[config.mk]
export PLATFORM = sky130hd
export DESIGN_NAME = brm_monitor
export DESIGN_NICKNAME = d
export VERILOG_FILES = /design/src/hdl/brm_pkg.sv /design/src/hdl/brm_monitor.sv
export SDC_FILE = /design/constraint.sdc
export NUM_CORES = 1
export LEC_CHECK = 0
export BUFFER_PORTS_ARGS = -buffer_cell sky130_fd_sc_hd__buf_2
export CORE_MARGIN = 1
export CORE_UTILIZATION = 68
export CTS_CLUSTER_DIAMETER = 120
export CTS_CLUSTER_SIZE = 16
export DETAILED_ROUTE_END_ITERATION = 6
export PLACE_DENSITY = 0.87
export SLEW_MARGIN = 30
export SYNTH_ARGS = -nofsm -noshare
export SYNTH_HDL_FRONTEND = slang
export SYNTH_SLANG_ARGS = --single-unit
export TNS_END_PERCENT = 1
[constraint.sdc]
create_clock -name clock -period 9.27 [get_ports clock]
set_input_delay 0.4635 -clock clock [delete_from_list [all_inputs] [get_ports clock]]
set_output_delay 0.4635 -clock clock [all_outputs]
set_load 0.02 [all_outputs]
[src/hdl/brm_pkg.sv]
package brm_pkg;
   // Clock and cycle timing
   localparam int CLK_NS = 4;
   localparam int MON_CYCLE_NS = 12000;
   localparam int ACQ_CYCLE_NS = 1000;
   localparam int MON_CLKS = MON_CYCLE_NS / CLK_NS;
   localparam int ACQ_CLKS = ACQ_CYCLE_NS / CLK_NS;
   localparam int FIRST_GAIN = MON_CYCLE_NS / ACQ_CYCLE_NS;
   localparam int MON_W = 12;
   localparam int ACQ_W = 8;
   localparam logic [15:0] MIN_RAMP_DELAY = 16'h0002;
   localparam logic [4:0] DIV_STEPS = 5'h10;

   // Register byte addresses
   localparam logic [11:0] REG_CTRL = 12'h000;
   localparam logic [11:0] REG_STATUS = 12'h004;
   localparam logic [11:0] REG_ACC_LIM = 12'h008;
   localparam logic [11:0] REG_RAMP = 12'h00C;
   localparam logic [11:0] REG_CFG_BASE = 12'h010;
   localparam int CFG_N = 10;

   // Configuration word indices
   localparam int CFG_ACCEL_TOL = 0;
   localparam int CFG_ACCEL_SPEED_LIMIT = 1;
   localparam int CFG_SPEED_THRESHOLD_LIMIT = 2;
   localparam int CFG_SHUTDOWN_SPEED = 3;
   localparam int CFG_STOP_ONE_DELAY = 4;
   localparam int CFG_STOP_TWO_DELAY = 5;
   localparam int CFG_RAMP_REFERENCE_SPEED = 6;
   localparam int CFG_RAMP_DELAY_TIME = 7;
   localparam int CFG_RAMP_DOWN_TIME = 8;
   localparam int CFG_SLS_LEVEL = 9;
   localparam logic [15:0] CFG_RESET = 16'h0000;

   // Control register bits
   localparam int CTL_SEL_ONE = 0;
   localparam int CTL_SEL_TWO = 1;
   localparam int CTL_SEL_SLS = 2;
   localparam int CTL_SEL_STOP_B = 3;
   localparam int CTL_SEL_STOP_C = 4;
   localparam int CTL_ENCODERLESS = 5;
   localparam int CTL_NO_IMM = 6;
   localparam int CTL_ACK = 7;
   localparam logic [6:0] CTRL_RESET = 7'h00;

   typedef enum {ST_IDLE, ST_DELAY, ST_RAMP, ST_FOLLOW, ST_FAULT} brm_state_e;
   typedef enum {K_ONE, K_TWO, K_SLS} brm_kind_e;

   // Drive responses
   typedef struct packed {
      logic quick_stop;
      logic torque_off;
      logic sls_limit_on;
      logic pulse_cancel;
      logic violation_msg;
      logic fault_stop;
      logic timed_stop;
   } brm_resp_s;
endpackage : brm_pkg

[src/hdl/brm_monitor.sv]
module brm_monitor (
   // Clock and reset
   input wire logic clock,
   input wire logic rst,
   // APB slave
   input wire logic psel,
   input wire logic penable,
   input wire logic pwrite,
   input wire logic [11:0] paddr,
   input wire logic [31:0] pwdata,
   output logic [31:0] prdata,
   output logic pready,
   output logic pslverr,
   // Encoder actual values
   input wire logic signed [15:0] speed_act,
   input wire logic enc_error,
   // Drive responses
   output brm_pkg::brm_resp_s resp
);
   import brm_pkg::*;

   // Speed magnitude of a signed value
   function automatic logic [15:0] magnitude(input logic signed [15:0] v);
      magnitude = v[15] ? 16'(-v) : 16'(v);
   endfunction : magnitude

   // Configuration word selected by an address
   function automatic logic [4:0] cfg_sel(input logic [11:0] a);
      logic [11:0] off;
      off = a - REG_CFG_BASE;
      cfg_sel = (a >= REG_CFG_BASE && a[1:0] == 2'b00 && off[11:2] < 10'(CFG_N)) ?
         {1'b1, off[5:2]} : 5'h00;
   endfunction : cfg_sel

   logic [6:0] ctrl_q, ctrl_d;
   logic ack_q, ack_d;
   logic [15:0] cfg_q [CFG_N];
   logic [15:0] cfg_d [CFG_N];
   logic [31:0] prdata_d;
   logic pready_d, pslverr_d;
   logic [MON_W-1:0] mon_cnt_q, mon_cnt_d;
   logic [ACQ_W-1:0] acq_cnt_q, acq_cnt_d;
   logic [15:0] spd_q, spd_d;
   logic mon_tick;
   brm_state_e state_q, state_d;
   brm_kind_e kind_q, kind_d;
   brm_resp_s resp_d;
   logic [15:0] tcnt_q, tcnt_d, bcnt_q, bcnt_d, ramp_q, ramp_d, acc_lim_q, acc_lim_d;
   logic first_q, first_d;
   logic [4:0] div_cnt_q, div_cnt_d;
   logic [15:0] div_n_q, div_n_d, div_r_q, div_r_d;
   logic sel_one, sel_two, sel_sls, any_sel, accel_on, viol;
   logic [15:0] dly_eff, trans_dly, acc_floor, tcnt_inc;
   logic [16:0] div_rem;
   logic [31:0] first_lim, track_lim;
   logic [4:0] sel;

   // Register reads, writes and the one-cycle wait state
   always_comb begin
      ctrl_d = ctrl_q;
      ack_d = 1'b0;
      cfg_d = cfg_q;
      prdata_d = prdata;
      pready_d = 1'b0;
      pslverr_d = 1'b0;
      sel = cfg_sel(paddr);
      if (psel && penable && !pready) begin
         pready_d = 1'b1;
         pslverr_d = !(sel[4] || paddr == REG_CTRL || paddr == REG_STATUS ||
            paddr == REG_ACC_LIM || paddr == REG_RAMP);
         case (paddr)
            REG_CTRL: prdata_d = {25'h0, ctrl_q};
            REG_STATUS: prdata_d = {16'h0, 3'(state_q), 2'(kind_q), accel_on, first_q,
               2'b00, resp};
            REG_ACC_LIM: prdata_d = {16'h0, acc_lim_q};
            REG_RAMP: prdata_d = {16'h0, ramp_q};
            default: prdata_d = sel[4] ? {16'h0, cfg_q[sel[3:0]]} : 32'h0000_0000;
         endcase
      end
      // Write commits on the edge that completes the access
      if (psel && penable && pready && pwrite) begin
         if (paddr == REG_CTRL) begin
            ctrl_d = pwdata[6:0];
            ack_d = pwdata[CTL_ACK];
         end
         if (sel[4]) begin
            cfg_d[sel[3:0]] = pwdata[15:0];
         end
      end
   end

   always_ff @(posedge clock) begin
      if (rst) begin
         ctrl_q <= CTRL_RESET;
         ack_q <= 1'b0;
         for (int i = 0; i < CFG_N; i++) begin
            cfg_q[i] <= CFG_RESET;
         end
         prdata <= 32'h0000_0000;
         pready <= 1'b0;
         pslverr <= 1'b0;
      end else begin
         ctrl_q <= ctrl_d;
         ack_q <= ack_d;
         cfg_q <= cfg_d;
         prdata <= prdata_d;
         pready <= pready_d;
         pslverr <= pslverr_d;
      end
   end

   // Cycle dividers and actual speed sampling
   always_comb begin
      mon_tick = (mon_cnt_q == MON_W'(MON_CLKS - 1));
      mon_cnt_d = mon_tick ? '0 : mon_cnt_q + 1'b1;
      acq_cnt_d = (acq_cnt_q == ACQ_W'(ACQ_CLKS - 1)) ? '0 : acq_cnt_q + 1'b1;
      spd_d = (acq_cnt_q == ACQ_W'(ACQ_CLKS - 1)) ? magnitude(speed_act) : spd_q;
   end

   always_ff @(posedge clock) begin
      if (rst) begin
         mon_cnt_q <= '0;
         acq_cnt_q <= '0;
         spd_q <= 16'h0000;
      end else begin
         mon_cnt_q <= mon_cnt_d;
         acq_cnt_q <= acq_cnt_d;
         spd_q <= spd_d;
      end
   end

   // Stop sequencing, ramp and acceleration monitors
   always_comb begin
      sel_one = ctrl_q[CTL_SEL_ONE] || ctrl_q[CTL_SEL_STOP_B];
      sel_two = ctrl_q[CTL_SEL_TWO] || ctrl_q[CTL_SEL_STOP_C];
      sel_sls = ctrl_q[CTL_SEL_SLS];
      any_sel = sel_one || sel_two || sel_sls;
      dly_eff = (cfg_q[CFG_RAMP_DELAY_TIME] < MIN_RAMP_DELAY) ? MIN_RAMP_DELAY :
         cfg_q[CFG_RAMP_DELAY_TIME];
      trans_dly = (kind_q == K_ONE) ? cfg_q[CFG_STOP_ONE_DELAY] : cfg_q[CFG_STOP_TWO_DELAY];
      acc_floor = (cfg_q[CFG_ACCEL_SPEED_LIMIT] == 16'h0000) ?
         cfg_q[CFG_SPEED_THRESHOLD_LIMIT] : cfg_q[CFG_ACCEL_SPEED_LIMIT];
      accel_on = (state_q == ST_DELAY || state_q == ST_RAMP) && kind_q != K_SLS &&
         !ctrl_q[CTL_ENCODERLESS] && tcnt_q < trans_dly;
      tcnt_inc = (tcnt_q == 16'hFFFF) ? tcnt_q : tcnt_q + 16'h0001;
      first_lim = 32'(spd_q) + 32'(cfg_q[CFG_ACCEL_TOL]) * 32'(FIRST_GAIN);
      track_lim = 32'(spd_q) + 32'(cfg_q[CFG_ACCEL_TOL]);
      div_rem = {div_r_q, div_n_q[15]};
      state_d = state_q;
      kind_d = kind_q;
      resp_d = resp;
      tcnt_d = tcnt_q;
      bcnt_d = bcnt_q;
      ramp_d = ramp_q;
      acc_lim_d = acc_lim_q;
      first_d = first_q;
      div_cnt_d = div_cnt_q;
      div_n_d = div_n_q;
      div_r_d = div_r_q;
      viol = 1'b0;
      // Serial divide: gradient per cycle is reference over down time
      if (div_cnt_q != 5'h00) begin
         div_cnt_d = div_cnt_q - 5'h01;
         if (div_rem >= {1'b0, cfg_q[CFG_RAMP_DOWN_TIME]}) begin
            div_rem = div_rem - {1'b0, cfg_q[CFG_RAMP_DOWN_TIME]};
            div_n_d = {div_n_q[14:0], 1'b1};
         end else begin
            div_n_d = {div_n_q[14:0], 1'b0};
         end
         div_r_d = div_rem[15:0];
      end
      case (state_q)
         ST_IDLE: begin
            if (any_sel) begin
               state_d = ST_DELAY;
               kind_d = sel_one ? K_ONE : (sel_two ? K_TWO : K_SLS);
               resp_d.quick_stop = 1'b1;
               tcnt_d = 16'h0000;
               bcnt_d = 16'h0000;
               first_d = 1'b1;
               div_cnt_d = DIV_STEPS;
               div_n_d = cfg_q[CFG_RAMP_REFERENCE_SPEED];
               div_r_d = 16'h0000;
            end
         end
         ST_DELAY, ST_RAMP: begin
            if (!any_sel) begin
               state_d = ST_IDLE;
               resp_d = '0;
            end else if (mon_tick) begin
               tcnt_d = tcnt_inc;
               if (accel_on) begin
                  first_d = 1'b0;
                  if (first_q) begin
                     acc_lim_d = (first_lim > 32'h0000_FFFF) ? 16'hFFFF : first_lim[15:0];
                  end else begin
                     if (spd_q >= acc_floor && spd_q >= cfg_q[CFG_SHUTDOWN_SPEED] &&
                        track_lim < 32'(acc_lim_q)) begin
                        acc_lim_d = track_lim[15:0];
                     end
                     viol = spd_q > acc_lim_q && spd_q >= acc_floor;
                  end
               end
               if (state_q == ST_DELAY) begin
                  if (tcnt_inc >= dly_eff) begin
                     state_d = ST_RAMP;
                     ramp_d = cfg_q[CFG_RAMP_REFERENCE_SPEED];
                  end
               end else begin
                  ramp_d = (ramp_q > div_n_q) ? ramp_q - div_n_q : 16'h0000;
                  viol = viol || spd_q > ramp_q;
                  bcnt_d = (spd_q < cfg_q[CFG_SLS_LEVEL]) ? bcnt_q + 16'h0001 : 16'h0000;
                  case (kind_q)
                     K_ONE: begin
                        if (spd_q < cfg_q[CFG_SHUTDOWN_SPEED] ||
                           tcnt_inc >= cfg_q[CFG_STOP_ONE_DELAY]) begin
                           state_d = ST_FOLLOW;
                           resp_d.torque_off = 1'b1;
                        end
                     end
                     K_TWO: begin
                        if (tcnt_inc >= cfg_q[CFG_STOP_TWO_DELAY]) begin
                           state_d = ST_FOLLOW;
                           resp_d.torque_off = 1'b1;
                        end
                     end
                     default: begin
                        if (ramp_d <= cfg_q[CFG_SLS_LEVEL] || bcnt_d >= dly_eff) begin
                           state_d = ST_FOLLOW;
                           resp_d.sls_limit_on = 1'b1;
                        end
                     end
                  endcase
               end
               if (viol) begin
                  state_d = ST_FAULT;
                  resp_d = '0;
                  resp_d.pulse_cancel = 1'b1;
                  resp_d.violation_msg = 1'b1;
               end
            end
         end
         ST_FOLLOW: begin
            if (!any_sel) begin
               state_d = ST_IDLE;
               resp_d = '0;
            end
         end
         ST_FAULT: begin
            if (ack_q && !enc_error) begin
               state_d = ST_IDLE;
               resp_d = '0;
            end
         end
         default: state_d = ST_IDLE;
      endcase
      // Encoder error takes priority over every sequence
      if (enc_error) begin
         state_d = ST_FAULT;
         resp_d = '0;
         if (ctrl_q[CTL_NO_IMM]) begin
            resp_d.fault_stop = 1'b1;
            resp_d.timed_stop = any_sel;
         end else begin
            resp_d.pulse_cancel = 1'b1;
         end
      end
   end

   always_ff @(posedge clock) begin
      if (rst) begin
         state_q <= ST_IDLE;
         kind_q <= K_ONE;
         resp <= '0;
         tcnt_q <= 16'h0000;
         bcnt_q <= 16'h0000;
         ramp_q <= 16'h0000;
         acc_lim_q <= 16'hFFFF;
         first_q <= 1'b0;
         div_cnt_q <= 5'h00;
         div_n_q <= 16'h0000;
         div_r_q <= 16'h0000;
      end else begin
         state_q <= state_d;
         kind_q <= kind_d;
         resp <= resp_d;
         tcnt_q <= tcnt_d;
         bcnt_q <= bcnt_d;
         ramp_q <= ramp_d;
         acc_lim_q <= acc_lim_d;
         first_q <= first_d;
         div_cnt_q <= div_cnt_d;
         div_n_q <= div_n_d;
         div_r_q <= div_r_d;
      end
   end
endmodule : brm_monitor

* Word-level counts from Yosys, hierarchy flattened
Cells that the tools add are included. W data, S select, Z words.
Storage, ports and cells: register bits after elaboration 411, bits in latches 0, RAM bits 0, bits in read-only memories 0, bits of input ports 66, output and inout port bits 41, word-level logic and storage cells 267, memories kept 0
Cells by class: $add $sub $neg 11, multipliers 1, div/mod/pow operators 0, order comparisons 21, eq/ne operators 43, shift operators 0, multiplexer cells 87, bitwise gates (word level) 4, reduce and logical (&&, ||, !) cells 64
Operators with widths (number):
- $mux W16 | 29
- $mux W32 | 11
- $bwmux W160 | 1
- $pmux W32 S4 | 1
- $eq A32 B2 Y1 const B | 3
- $ge A16 B16 Y1 | 6
- $logic_not A32 Y1 | 3
- $bmux W16 S4 | 1
- $demux W16 S4 | 1
- $eq A32 B1 Y1 const B | 2
- $eq A32 B3 Y1 const B | 2
- $pmux W16 S2 | 2
- $pmux W16 S4 | 1
- $pmux W32 S2 | 1
- $gt A16 B16 Y1 | 3
- $lt A16 B16 Y1 | 3
- $mux W7 | 5
- $add A16 B1 Y16 const B | 2
- $ne A32 B3 Y1 const B | 1
- $sub A16 B16 Y16 | 2
- $reduce_and A5 Y1 | 5
- $eq A12 B4 Y1 const B | 2
- $reduce_and A8 Y1 | 3
- $add A16 B20 Y21 | 1
- other kinds (60) | 140

* Depth between registers and ports, before layout
word-level depth 19, gate-level depth with buffers 22, depth with buffers taken out 20

* Least setup slack after synthesis
OpenSTA, ideal clock, no wires.
path kind register to register, start register ramp_q[0], end register state_q[1], library setup time 0.116 ns, arrival 4.319 ns, required time 9.154 ns, setup slack 4.835 ns, stages on the path, launching flop included 23, buffers on the path 2, period minus slack after synthesis 4.435 ns, cell sequence dfxtp_1 -> inv_1 -> ha_1 -> inv_1 -> fa_1 -> a21o_1 -> a21oi_1 -> o21bai_4 -> a221o_2 -> nand4_2 -> a31o_2 -> buf_2 -> buf_2 -> nor2_1 -> ha_1 -> nand4_1 -> or4_1 -> a21oi_1 -> or3_1 -> o2111ai_1 -> a31oi_1 -> nor2_1 -> o211a_1
On the way: longest elaborated chain between the ends 10, elaborated cells between the ends (all ways) 20, those cells by class add/sub: 1; order compare: 3; eq/ne: 4; mux: 9; reduce/logical: 3
Ends and longest elaborated chain:
- start: declaration | line brm_monitor.sv:48 | logic [15:0] tcnt_q, tcnt_d, bcnt_q, bcnt_d, ramp_q, ramp_d, acc_lim_q, acc_lim_d;
- start signal: assignment | line brm_monitor.sv:289 | ramp_q <= ramp_d;
- parallel branches: the longest is 10 deep, another holds $sub A16 B16 Y16
- end signal: assignment | line brm_monitor.sv:284 | state_q <= state_d;
- end: declaration | line brm_monitor.sv:45 | brm_state_e state_q, state_d;
Parallel ways; which one is timed is not known. The select of a mux whose other input is x is not followed. A chain may end at the register's enable or synchronous reset.

* Worst setup path after layout
start register cfg_q[139] (netlist name), end register acc_lim_q[3]
On the way: longest elaborated chain between the ends 7
Ends and longest elaborated chain:
- start: declaration | line brm_monitor.sv:37 | logic [15:0] cfg_q [CFG_N];
- start signal: assignment | line brm_monitor.sv:105 | cfg_q <= cfg_d;
- $logic_not A16 Y1 | line brm_monitor.sv:141 | acc_floor = (cfg_q[CFG_ACCEL_SPEED_LIMIT] == 16'h0000) ?
- $mux W16 (*) | line brm_monitor.sv:141
- $ge A16 B16 Y1 (*) | line brm_monitor.sv:197 | if (spd_q >= acc_floor && spd_q >= cfg_q[CFG_SHUTDOWN_SPEED] &&
- $logic_and A1 B1 Y1 (*) (2 in a row) | line brm_monitor.sv:197
- $reduce_bool A2 Y1 (no line) (*)
- $reduce_and A5 Y1 (no line) (*)
- end signal: assignment | line brm_monitor.sv:290 | acc_lim_q <= acc_lim_d;
- end: declaration | line brm_monitor.sv:48
Mark *: on every way between the ends. The rest lies on a longest branch, timed or not.

==> results.py <==
metrics = {
    "floorplan": {
        "dieArea_um2": 36900,
        "initial_utilization_pct": 69.0,
        "die_h_um": 192,
        "fp.dieW_um": 192,
        "rows": 69,
        "ios": 107,
        "coreArea_um2": 35600,
    },
    "timing": {
        "min_period_over_period_pct": 58.5,
        "layout_min_cycle_time_ns": 5.42,
        "slew_viol_final": 0,
        "fmax_mhz": 185,
        "clock_skew_ns": 0.0325,
        "hold_viol": 0,
        "slew_headroom_pct": 25.3,
        "setup_violations": 0,
        "setup_tns_ns": 0,
        "rsz0062_at_grt": "no",
        "worstMarginPinSlew_ns": 1.11,
    },
    "clocking": {
        "cts_buffer_depth": 3,
        "cts_buffers": 24,
        "hold_buffers": 0,
        "cts_setup_buffers": 0,
        "clk_latency_ns": 0.57,
        "clkSinkCount": 336,
        "htreeDepth": 1,
        "path_clk_slew_ns": 0.08,
        "cts_root_buf": "clkbuf_16",
        "cts_tree": "built",
        "cts-resized-gates": 0,
    },
    "worst_setup_path": {
        "cp-start-kind": "flop",
        "required_ns": 9.68,
        "critical_path.startpoint": "cfg_q[139]$_SDFFE_PP0P_",
        "cp_max_fo": 17,
        "reg2reg_from": "cfg_q[139]$_SDFFE_PP0P_",
        "end_kind": "flop",
        "crit_type": "reg2reg",
        "worst_ep_arrival_time_ns": 5.82,
    },
    "logic_synthesis": {
        "yosysWarnings": 0,
        "synth.area.top_cells": "dfxtp_1 27%, ha_1 14%, nand2_1 7.8%",
        "synth_top_area_cell": "dfxtp_1",
        "synth_edf_count": 0,
        "syn_area_um2": 24500,
        "netlist_instances": 3122,
        "synth_common_cells": "512 x nand2_1, 345 x a21oi_1, 336 x dfxtp_1",
        "ys_async_sr_fraction_pct": 0,
        "yosysSeqAreaShare_pct": 27.4,
        "synth.most_common_cell": "nand2_1",
        "synthFlopType": "dfxtp_1",
        "ys_ff_latch": 336,
        "netlist.area_leader.share_pct": 27.4,
        "yosysUniqueCellTypes": 104,
        "syn_area_per_cell_um2": 7.86,
    },
    "final_layout": {
        "seqCellArea_um2": 6730,
        "fin_area_um2": 25700,
        "areaGrowthSynthToFinish_pct": 4.60,
        "fillCellCount": 2842,
        "fin_util_pct": 72.2,
        "multiInputGateArea_um2": 16400,
        "fin_cells": 3552,
        "diodes": 0,
        "layout.nets": 3440,
        "layout-drive-gt1-share_pct": 7.51,
    },
    "flow_run": {
        "cap_violations": 0,
    },
    "power_and_ir_drop": {
        "power.density_nw_per_um2": 149,
        "p_total_mw": 3.82,
        "ir_worst_vdd_mv": 0.207,
        "p_leak_nw": 10.3,
    },
    "drt": {
        "via_per_inst": 6.86,
        "antenna_left": 0,
        "route.detailed.wl_per_inst_um": 23.9,
        "first_pass_iters": 6,
        "wl_um": 84900,
        "num_vias": 24400,
        "first_iter_violations": 2759,
        "drcViolationCount": 0,
    },
    "placed_design": {
        "place_inst": 3527,
        "dp_hpwl_um": 63500,
        "place_congestion": 1.04,
        "placed_cell_area_um2": 25000,
        "io_buffers": 74,
    },
    "grt": {
        "grt_pass1_vias": 22500,
        "track_usage_pct": 45.3,
        "antenna_found_initial": 3,
        "overflow": 0,
        "grt_pass1_wl_um": 128000,
        "grt_max_degree": 97,
    },
    "status": {
        "outcome": "finished, final reports clean",
    },
    "worst_hold_path": {
        "hold_path_class": "in2reg",
        "worstHoldStart": "speed_act[0]",
    },
}
## cell usage in the layout (no fill, tap or decap), drive strengths merged, types with 15 or more instances in the layout
master	count
mux4	20
o211ai	39
a21oi	346
dfxtp	336
nor3	53
or2	15
inv	185
xnor2	68
o32ai	16
buf	107
xor2	45
nand2	513
o221ai	25
and3	26
nand2b	23
clkbuf	24
nor2b	26
conb	16
o21a	24
nand3	79
or3	21
and2	15
a211oi	44
mux2i	60
o21ai	132
a21o	55
nand4	43
o31ai	22
nor4	21
ha	277
a31oi	24
a22oi	19
a311oi	20
nor2	192
## report_power, final
group	switching (mW)	internal, mW
logic	0.819	0.483
registers	0.0401	1.49
clock network	0.533	0.461
total	1.39	2.43
## worst max-delay path, stage by stage (launching register included)
cell and delay [ns]:
dfxtp_1 0.33, nor4_1 0.49, and4_1 0.73, a21o_1 0.22, ha_1 0.22, nand2b_1 0.13, a2111oi_0 0.63, o31ai_1 0.17
o21ai_0 0.89, a211oi_2 0.18, o221ai_2 0.32, or2_1 0.72, o211ai_1 0.20
## registers in the layout, indices dropped and copies added, names as in the netlist, 2 cells and up
signal / cells
ctrl_q: 7
prdata: 16
acc_lim_q: 16
cfg_q: 160
bcnt_q: 16
mon_cnt_q: 12
spd_q: 16
ramp_q: 16
state_q: 3
div_n_q: 16
div_cnt_q: 5
kind_q: 2
resp: 7
acq_cnt_q: 8
tcnt_q: 16
div_r_q: 16
## cells by family after synthesis
kind of cell	share of synthesized area [%]
AND/OR/NAND/NOR	19.8
AO/OA/AOI/OAI	23.4
buffers and inverters	6.29
flip-flops	27.4
XOR/XNOR	4.03
adder cells (fa/ha/maj)	14.5
multiplexers	4.51
other	0.0153
## stage by stage
step / hold slack [ns] / worst slack [ns]
floorplan: 0.430 / 4.83
global placement: 0.443 / 4.08
detailed placement: 0.457 / 3.88
CTS: 0.168 / 3.80
global route: 0.183 / 3.69
finish: 0.171 / 3.85
## layer usage
| layer | vias to the layer above | routed length, µm | GRT usage (%) |
|---|---|---|---|
| met5 | - | 22 | 0 |
| met4 | 4 | 8110 | 36.5 |
| met3 | 439 | 9710 | 9.81 |
| met2 | 1534 | 35600 | 68.0 |
| met1 | 11300 | 31500 | 55.9 |
| li1 | 11100 | - | - |
## cell type report
class,count,area share [%]
well taps,461,2.25
repair buffers,107,2.46
clock inverters,1,0.0634
flip-flops and latches,336,26.2
multi-input cells,2436,64.0
clock buffers,24,2.34
inverters,187,2.73
## worst paths after layout
check	endpoint	slack, ns	cells after the start
worst min register to register	acq_cnt_q[0]$_SDFF_PP0_	0.47	1
worst min-delay path	spd_q[0]$_SDFFE_PP0P_	0.17	3
worst max-delay path	acc_lim_q[3]$_SDFFE_PP1P_	3.85	12
worst max register to register	acc_lim_q[3]$_SDFFE_PP1P_	3.85	12
Note: power is estimated with default switching activity, not from simulation.
